<file path="src/lane_status_pkg.sv">
// Purpose: Shared constants and carriers for the lane status flag bank.
// Assumes: AHB-Lite register port, 32-bit data, one aligned word per register.
// Notes: Register offsets are word indexes; the byte address is four times the index.
`default_nettype none

package lane_status_pkg;

  // ---------------------------------------------------------------
  // Register indexes (byte address = index * 4)
  // ---------------------------------------------------------------
  localparam logic [11:0] LINK_PAGE_IDX = 12'h300;
  localparam logic [11:0] THRESH_IDX = 12'h301;
  localparam logic [11:0] LANE6_STATE_IDX = 12'h4b6;
  localparam logic [11:0] LANE7_STATE_IDX = 12'h4b7;
  localparam logic [11:0] IRQ_STATUS_IDX = 12'h4c0;
  localparam logic [11:0] IRQ_MASK_IDX = 12'h4c1;

  // ---------------------------------------------------------------
  // Field layout and reset values
  // ---------------------------------------------------------------
  localparam int NUM_LANES = 2;
  localparam int NUM_ERR = 3;
  localparam int PAGE_W = 1;
  localparam int CNT_W = 8;
  localparam int FLAG_W = 8;
  localparam int IRQ_W = NUM_LANES * FLAG_W;
  localparam int PAGE_CLR_BIT = 7;
  localparam int ERR_LSB = 5;
  localparam logic [PAGE_W-1:0] PAGE_RST = 1'h0;
  localparam logic [CNT_W-1:0] THRESH_RST = 8'hff;
  localparam logic [CNT_W-1:0] CNT_MAX = 8'hff;
  localparam logic [1:0] HTRANS_NONSEQ = 2'h2;
  localparam logic HRESP_OKAY = 1'h0;

  // ---------------------------------------------------------------
  // Carriers
  // ---------------------------------------------------------------
  // One-cycle error events from a lane receiver
  typedef struct packed {
    logic bad_disparity;
    logic not_in_table;
    logic unexpected_k;
  } lane_err_t;

  // Live lane state levels from a lane receiver
  typedef struct packed {
    logic deskew_ok;
    logic initial_align_ok;
    logic config_sum_good;
    logic frame_lock;
    logic code_group_lock;
  } lane_state_t;

  // Status byte as software sees it, bit 7 first
  typedef struct packed {
    logic bad_disparity_flag;
    logic not_in_table_flag;
    logic unexpected_k_flag;
    logic deskew_ok;
    logic initial_align_ok;
    logic config_sum_good;
    logic frame_lock;
    logic code_group_lock;
  } lane_flags_t;

  // Address phase held over into the data phase
  typedef struct packed {
    logic valid;
    logic write;
    logic [11:0] idx;
  } ahb_dph_t;

endpackage

`default_nettype wire

</file>
<file path="src/serial_lane_status_flags.sv">
// Purpose: Paged status flags of receive lanes 6 and 7, read over AHB-Lite.
// Assumes: Lane receivers run on clk; error inputs are one-cycle pulses.
// Notes: Zero wait states; error counters saturate and clear only by reset or command.
//
// Contract
// - Lane 6 and 7 bit 7: disparity count reached threshold
// - Bit 6: not-in-table count at threshold
// - Bit 5: unexpected control count at threshold
// - Bit 4: deskew succeeded
// - Bit 3: initial lane alignment held
// - Bit 2: configuration checksum correct
// - Bit 1: frame synchronization held
// - Bit 0: code-group synchronization held
// - Flags show only the selected link
// - Error flag is count at or above threshold
//
// The AHB-Lite slave port was chosen for this implementation.
`default_nettype none

module serial_lane_status_flags #(
  parameter int NUM_LINKS = 2
) (
  input wire logic clk,
  input wire logic rst_b,
  input wire logic hsel,
  input wire logic [31:0] haddr,
  input wire logic [1:0] htrans,
  input wire logic hwrite,
  input wire logic [2:0] hsize,
  input wire logic [31:0] hwdata,
  input wire logic hready,
  output logic hreadyout,
  output logic hresp,
  output logic [31:0] hrdata,
  input wire lane_status_pkg::lane_err_t [NUM_LINKS-1:0][lane_status_pkg::NUM_LANES-1:0] lane_err,
  input wire lane_status_pkg::lane_state_t [NUM_LINKS-1:0][lane_status_pkg::NUM_LANES-1:0] lane_state,
  output logic irq
);
  import lane_status_pkg::*;

  // ---------------------------------------------------------------
  // Helpers
  // ---------------------------------------------------------------
  function automatic logic [CNT_W-1:0] sat_inc(input logic [CNT_W-1:0] v);
    sat_inc = (v == CNT_MAX) ? v : v + 8'h01;
  endfunction

  // Count at or above threshold
  function automatic logic at_limit(input logic [CNT_W-1:0] cnt,
                                    input logic [CNT_W-1:0] lim);
    at_limit = (cnt >= lim);
  endfunction

  // Word index of a byte address, or an illegal marker if off the map
  function automatic logic [12:0] word_idx(input logic [31:0] a);
    if (a[31:14] != 18'h0 || a[1:0] != 2'h0) begin
      word_idx = {1'b1, 12'h0};
    end else begin
      word_idx = {1'b0, a[13:2]};
    end
  endfunction

  // ---------------------------------------------------------------
  // State
  // ---------------------------------------------------------------
  logic [NUM_LINKS-1:0][NUM_LANES-1:0][NUM_ERR-1:0][CNT_W-1:0] cnt_ff, nxt_cnt;
  lane_flags_t [NUM_LINKS-1:0][NUM_LANES-1:0] flags_ff, nxt_flags;
  logic [PAGE_W-1:0] page_ff, nxt_page;
  logic [CNT_W-1:0] thresh_ff, nxt_thresh;
  logic [IRQ_W-1:0] irq_stat_ff, nxt_irq_stat;
  logic [IRQ_W-1:0] irq_mask_ff, nxt_irq_mask;
  logic irq_ff, nxt_irq;
  ahb_dph_t dph_ff, nxt_dph;
  logic [31:0] hrdata_ff, nxt_hrdata;
  logic hreadyout_ff;
  logic hresp_ff;

  logic wr_en;
  logic clr_cnt;
  logic [IRQ_W-1:0] ev;
  logic [12:0] aidx;
  logic [PAGE_W-1:0] rd_page;
  lane_flags_t rd_flags;

  // ---------------------------------------------------------------
  // Next-state logic
  // ---------------------------------------------------------------
  always_comb begin
    nxt_cnt = cnt_ff;
    nxt_flags = flags_ff;
    nxt_page = page_ff;
    nxt_thresh = thresh_ff;
    nxt_irq_stat = irq_stat_ff;
    nxt_irq_mask = irq_mask_ff;
    nxt_dph = dph_ff;
    nxt_hrdata = 32'h0;
    ev = '0;
    rd_page = '0;
    rd_flags = '0;
    aidx = word_idx(haddr);

    // Data phase: writes land at its end; flag registers ignore writes
    wr_en = dph_ff.valid && dph_ff.write;
    clr_cnt = 1'b0;
    if (wr_en) begin
      unique case (dph_ff.idx)
        LINK_PAGE_IDX: begin
          nxt_page = hwdata[PAGE_W-1:0];
          clr_cnt = hwdata[PAGE_CLR_BIT];
        end
        THRESH_IDX: nxt_thresh = hwdata[CNT_W-1:0];
        IRQ_MASK_IDX: nxt_irq_mask = hwdata[IRQ_W-1:0];
        IRQ_STATUS_IDX: nxt_irq_stat = irq_stat_ff & ~hwdata[IRQ_W-1:0];
        default: ;
      endcase
    end

    // Error counters saturate so a flag cannot fall back by wrap-around
    for (int l = 0; l < NUM_LINKS; l++) begin
      for (int n = 0; n < NUM_LANES; n++) begin
        for (int t = 0; t < NUM_ERR; t++) begin
          if (clr_cnt) begin
            nxt_cnt[l][n][t] = '0;
          end else if (lane_err[l][n][t]) begin
            nxt_cnt[l][n][t] = sat_inc(cnt_ff[l][n][t]);
          end
        end
      end
    end

    // Flags: one cycle behind the counters and state inputs
    for (int l = 0; l < NUM_LINKS; l++) begin
      for (int n = 0; n < NUM_LANES; n++) begin
        nxt_flags[l][n].bad_disparity_flag = at_limit(cnt_ff[l][n][2], thresh_ff);
        nxt_flags[l][n].not_in_table_flag = at_limit(cnt_ff[l][n][1], thresh_ff);
        nxt_flags[l][n].unexpected_k_flag = at_limit(cnt_ff[l][n][0], thresh_ff);
        nxt_flags[l][n].deskew_ok = lane_state[l][n].deskew_ok;
        nxt_flags[l][n].initial_align_ok = lane_state[l][n].initial_align_ok;
        nxt_flags[l][n].config_sum_good = lane_state[l][n].config_sum_good;
        nxt_flags[l][n].frame_lock = lane_state[l][n].frame_lock;
        nxt_flags[l][n].code_group_lock = lane_state[l][n].code_group_lock;
      end
    end

    // Events: an error flag rising or a good state falling, any link
    for (int n = 0; n < NUM_LANES; n++) begin
      for (int l = 0; l < NUM_LINKS; l++) begin
        for (int b = 0; b < FLAG_W; b++) begin
          if (b >= ERR_LSB) begin
            ev[n*FLAG_W+b] = ev[n*FLAG_W+b] | (nxt_flags[l][n][b] & ~flags_ff[l][n][b]);
          end else begin
            ev[n*FLAG_W+b] = ev[n*FLAG_W+b] | (flags_ff[l][n][b] & ~nxt_flags[l][n][b]);
          end
        end
      end
    end
    // Set wins over a clear in the same cycle
    nxt_irq_stat = nxt_irq_stat | ev;
    nxt_irq = |(nxt_irq_stat & nxt_irq_mask);

    // Address phase; read data built from next values so a read right
    // after a write sees the written value
    nxt_dph.valid = 1'b0;
    if (hsel && hready && htrans == HTRANS_NONSEQ) begin
      nxt_dph.valid = 1'b1;
      nxt_dph.write = hwrite;
      nxt_dph.idx = aidx[11:0];
      if (!hwrite && !aidx[12]) begin
        rd_page = nxt_page;
        if (32'(rd_page) < 32'(NUM_LINKS)) begin
          rd_flags = (aidx[11:0] == LANE6_STATE_IDX) ? nxt_flags[rd_page][0]
                                                     : nxt_flags[rd_page][1];
        end
        unique case (aidx[11:0])
          LINK_PAGE_IDX: nxt_hrdata = {{(32-PAGE_W){1'b0}}, nxt_page};
          THRESH_IDX: nxt_hrdata = {{(32-CNT_W){1'b0}}, nxt_thresh};
          LANE6_STATE_IDX: nxt_hrdata = {{(32-FLAG_W){1'b0}}, rd_flags};
          LANE7_STATE_IDX: nxt_hrdata = {{(32-FLAG_W){1'b0}}, rd_flags};
          IRQ_STATUS_IDX: nxt_hrdata = {{(32-IRQ_W){1'b0}}, nxt_irq_stat};
          IRQ_MASK_IDX: nxt_hrdata = {{(32-IRQ_W){1'b0}}, nxt_irq_mask};
          default: nxt_hrdata = 32'h0;
        endcase
      end
      if (aidx[12]) begin
        nxt_dph.idx = 12'h0;
        nxt_dph.write = 1'b0;
      end
    end
  end

  // ---------------------------------------------------------------
  // Registers
  // ---------------------------------------------------------------
  always_ff @(posedge clk or negedge rst_b) begin
    if (!rst_b) begin
      cnt_ff <= '0;
      flags_ff <= '0;
      page_ff <= PAGE_RST;
      thresh_ff <= THRESH_RST;
      irq_stat_ff <= '0;
      irq_mask_ff <= '0;
      irq_ff <= 1'b0;
      dph_ff <= '0;
      hrdata_ff <= 32'h0;
      hreadyout_ff <= 1'b1;
      hresp_ff <= HRESP_OKAY;
    end else begin
      cnt_ff <= nxt_cnt;
      flags_ff <= nxt_flags;
      page_ff <= nxt_page;
      thresh_ff <= nxt_thresh;
      irq_stat_ff <= nxt_irq_stat;
      irq_mask_ff <= nxt_irq_mask;
      irq_ff <= nxt_irq;
      dph_ff <= nxt_dph;
      hrdata_ff <= nxt_hrdata;
      hreadyout_ff <= 1'b1;
      hresp_ff <= HRESP_OKAY;
    end
  end

  assign hreadyout = hreadyout_ff;
  assign hresp = hresp_ff;
  assign hrdata = hrdata_ff;
  assign irq = irq_ff;

  // hsize is unused: only whole-word transfers are supported
  logic unused_size;
  assign unused_size = ^hsize;

endmodule

`default_nettype wire

</file>
<file path="config.mk">
export PLATFORM = sky130hd
export DESIGN_NAME = serial_lane_status_flags
export DESIGN_NICKNAME = d
export VERILOG_FILES = /design/src/lane_status_pkg.sv /design/src/serial_lane_status_flags.sv
export SDC_FILE = /design/constraint.sdc
export NUM_CORES = 1
export LEC_CHECK = 0
export BUFFER_PORTS_ARGS = -buffer_cell sky130_fd_sc_hd__buf_2
export CAP_MARGIN = 5
export CORE_MARGIN = 1
export CORE_UTILIZATION = 45
export CTS_CLUSTER_DIAMETER = 150
export DETAILED_ROUTE_END_ITERATION = 16
export PLACE_DENSITY = 0.72
export SLEW_MARGIN = 20
export SYNTH_ARGS = -nofsm -noshare
export SYNTH_HDL_FRONTEND = slang
export SYNTH_SLANG_ARGS = --single-unit
</file>
<file path="constraint.sdc">
create_clock -name clk -period 3.4 [get_ports clk]
set_input_delay 0.17 -clock clk [delete_from_list [all_inputs] [get_ports clk]]
set_output_delay 0.17 -clock clk [all_outputs]
set_load 0.01 [all_outputs]
</file>
==> impl_summary.md <==
Status
The flow ran to the end, and the final reports show no timing, DRC or antenna violations.

Layout
The repair_antennas step left the layout with diodes totalling 0. The most common cell after layout, fill and taps aside is sky130_fd_sc_hd__dfrtp_1. The post-route netlist has 14.10% of its cells at a drive strength greater than 1. The library cells used most frequently in the layout, excluding fill and tap cells, are 192 x sky130_fd_sc_hd__dfrtp_1, 108 x sky130_fd_sc_hd__nor2_1, 108 x sky130_fd_sc_hd__ha_1. Relative to the synthesized area, the layout overhead comes to 17.35%. The number of nets in the finished design is 1,492.

Clock tree
The register clock-pin slew on the reported worst setup and hold paths is 90 ps. The depth of the CTS H-tree is 4. The clock tree from TritonCTS is done. The cell at the root of the clock tree is sky130_fd_sc_hd__clkbuf_16. The number of buffers created by CTS is 17. The maximum buffer depth of the clock tree is 2. The clock latency of the later-clocked register in the worst-skew pair is 440 ps.

In this run the post-CTS setup repair buffer count came out at 0. The clock sink count is 200.

STA
The final hold violation count is 0. The number of slew-limit violations in the final report is 0. Across all setup checks in the final design, the least slack found is 287.2 ps. Setup total negative slack on the finished layout was measured at 0 ps. Setup repair after global routing left no endpoint under its margin. The final critical path takes up 91.55% of the cycle. The worst-margin pin slew is 727.7 ps. Across the routed clock network, the largest skew measured is 13.27 ps. Static timing analysis puts the maximum clock frequency at 0.3213 GHz. The remaining max-slew budget at the tightest pin is 51.49%.

Setup violations remaining at the end of the flow were counted as 0. The worst path in the final design needs a cycle of 3113 ps, including I/O delays and setup.

Die
After floorplanning, the core was sized to cover 24,390 µm². The initialized floorplan defines 57 standard-cell rows. The I/O pin count is 141. Measured along the x axis, the die boundary spans 159.9 µm. The y dimension of the die is 159.9 µm. Once the floorplan was initialized, standard cells occupied 46.00% of the core. The die covers 25,570 µm².

Job
The tool flagged a number of max-cap violations equal to 0.

Yosys
After synthesis, flip-flops and latches occupy 44.70% of the total area. Sorting the synthesized cells by area gives the leading types as sky130_fd_sc_hd__dfrtp_1 43%, sky130_fd_sc_hd__ha_1 12%, sky130_fd_sc_hd__mux2i_1 3.9%, sky130_fd_sc_hd__xor2_1 3.9%, sky130_fd_sc_hd__nor2_1 3.6%. After synthesis, the netlist uses 74 different library cells. The proportion of register bits with asynchronous set or reset after synthesis is 100.0%. The largest area contributor in the netlist is sky130_fd_sc_hd__dfrtp_1. In the synthesized netlist, the number of instances is 1,125. In this run, synthesis produced a sequential element count of 200.

Yosys mapped a number of flops with a built-in enable equal to 0. The share of the synthesized area in the top cell type is 42.82%. The most used flip-flop cell after synthesis is sky130_fd_sc_hd__dfrtp_1. Dividing the synthesized area by the synthesized cell count gives 9.973 µm². Summing every instance area after synthesis gives 11,220 µm². The Yosys step of the flow raised 0 warnings.

Power and ir drop
The cell leakage power is 0.006479 µW. Across the VDD grid, the largest voltage drop is 399.5 µV. The power density relative to cell area is 605.0 nW/µm².

Detailed routing
The detail route stage leaves a number of antenna-violating nets equal to 0. The total DRC errors in the routed layout is 0. For this run, the detailed router's first-pass iteration total came to 5. The DRC violation total after the first TritonRoute iteration is 500.

The routed layout has 8,735 vias. The post-detailed-routing wire length is 26.51 mm. The average wire length per cell after detail routing is 16.41 µm.

The via density per instance is 5.409.

Global routing
Across every metal layer, demand over resource in global routing totals 21.60%. Entering global routing, the biggest net connects 96 pins. The initial antenna violation count is 0. After global routing the overflow that remains totals 0.

The via count of the first global-routing pass came to 8,773. The first global-routing pass estimated 44.26 mm of wire.

Placed design
The post-place setup slack is 297.7 ps. The weighted congestion at the end of routability-driven global placement is 0.8201. The HPWL after detailed placement is 18.42 mm.

The count of buffers added on input and output ports is 103.

Critical path
At the worst endpoint, the required time is 3720 ps. The critical path start-end classification is flop to flop. STA classifies the critical path startpoint as a flop. In this run the worst path has a maximum fanout of 9. The kind of end point of the critical path is a flop. The endpoint arrival time on the critical path is 3440 ps.

Min path
The min-delay analysis places its worst path in the category primary input to flop.
final timing paths:
kind                       slack [ps]  cells past startpoint                endpoint                   start
max                               290                      8           irq$_DFF_PN0_  thresh_ff[1]$_DFF_PN1_
min                                10                      3  thresh_ff[2]$_DFF_PN1_               hwdata[2]
max reg2reg                       290                      8           irq$_DFF_PN0_  thresh_ff[1]$_DFF_PN1_
min reg2reg                       490                      2  dph_ff[11]$_DFFE_PN0P_  dph_ff[11]$_DFFE_PN0P_
max in group asynchronous        2040                      3  thresh_ff[0]$_DFF_PN1_                   rst_b
min in group asynchronous         350                      2  cnt_ff[14]$_DFFE_PN0P_                   rst_b
final cells by class:
class                   count  area [µm²]
multi-input cells         809        5675
flip-flops and latches    200        5019
clock buffers              17       425.4
well taps                 324       405.4
clock inverters            15       227.7
fillers                  2202       11220
repair buffers            161        1080
inverters                  89       334.1
critical path, cell delays in order (launching register included):
cell	delay [ps]
sky130_fd_sc_hd__dfstp_2	540
sky130_fd_sc_hd__inv_1	290
sky130_fd_sc_hd__ha_1	410
sky130_fd_sc_hd__a2111oi_0	370
sky130_fd_sc_hd__nor4_1	100
sky130_fd_sc_hd__a2111oi_2	390
sky130_fd_sc_hd__o221ai_1	250
sky130_fd_sc_hd__a22o_1	260
sky130_fd_sc_hd__a2111o_1	380
power by group:
part / internal [µW] / total [µW] / switching (µW) / leakage (µW)
sequential: 2910 / 3600 / 682 / 0.00249
clock: 1110 / 2220 / 1110 / 0.000315
combinational: 1050 / 2150 / 1110 / 0.00367
kinds of logic (layout without fill, tap and decap cells):
family	Yosys count	count (layout)	synth area share, %
xor+xnor	65	65	5.074
flops	200	200	44.70
buf+inv	132	282	5.308
other cells	2	18	0.06694
compound gates	215	215	12.41
simple gates	351	351	15.55
mux	52	52	4.851
fa+ha+maj	108	108	12.04
state kept, by name (all words and copies together) (netlist names):
name and cells:
cnt_ff 96, dph_ff 14, flags_ff 32, hrdata 16, irq 1, irq_mask_ff 16, irq_stat_ff 16, page_ff 1
thresh_ff 8
Yosys cell counts, types with 12 or more instances:
master and number:
sky130_fd_sc_hd__xnor2_1 15, sky130_fd_sc_hd__and3_1 20, sky130_fd_sc_hd__or3_1 19, sky130_fd_sc_hd__xor2_1 50, sky130_fd_sc_hd__clkbuf_1 14, sky130_fd_sc_hd__o21ai_0 56
sky130_fd_sc_hd__a21oi_1 52, sky130_fd_sc_hd__nand4_1 37, sky130_fd_sc_hd__o21a_1 17, sky130_fd_sc_hd__ha_1 108, sky130_fd_sc_hd__dfrtp_1 192, sky130_fd_sc_hd__nand2b_1 12
sky130_fd_sc_hd__nor2_1 108, sky130_fd_sc_hd__inv_1 88, sky130_fd_sc_hd__buf_4 18, sky130_fd_sc_hd__mux2i_1 44, sky130_fd_sc_hd__nand2_1 85, sky130_fd_sc_hd__nand3_1 23
what timing repair did:
item / CTS / global route
endpoints found under the setup margin: 0 / 1
hold buffers: 38 / 0
resized for setup: 0 / 1
endpoints found under the hold margin: 118 / 0
stage by stage:
| stage | power, µW | cell area, µm² | hold slack [ps] | utilization (%) | instances |
|---|---|---|---|---|---|
| finish | 7966 | 13170 | 13.34 | 53.98 | 1615 |
| CTS | 8021 | 13160 | 0.07577 | 53.97 | 1615 |
| detailed placement | 5735 | 12130 | 270.5 | 49.73 | 1545 |
| floorplan | 5073 | 11280 | -125.6 | - | 1141 |
| global route | 8572 | 13170 | 15.33 | 53.98 | 1615 |
| global placement | 5589 | 12130 | 271.0 | 49.73 | 1545 |
per-layer routing:
layer	part of all wire, %	vias up	global-route usage (%)
li1	-	4274	-
met1	46	4217	28.24
met2	48	196	36.52
met3	3.5	48	3.532
met4	2.3	0	7.100
met5	0	-	0
Power figures use the tool's default switching activity.
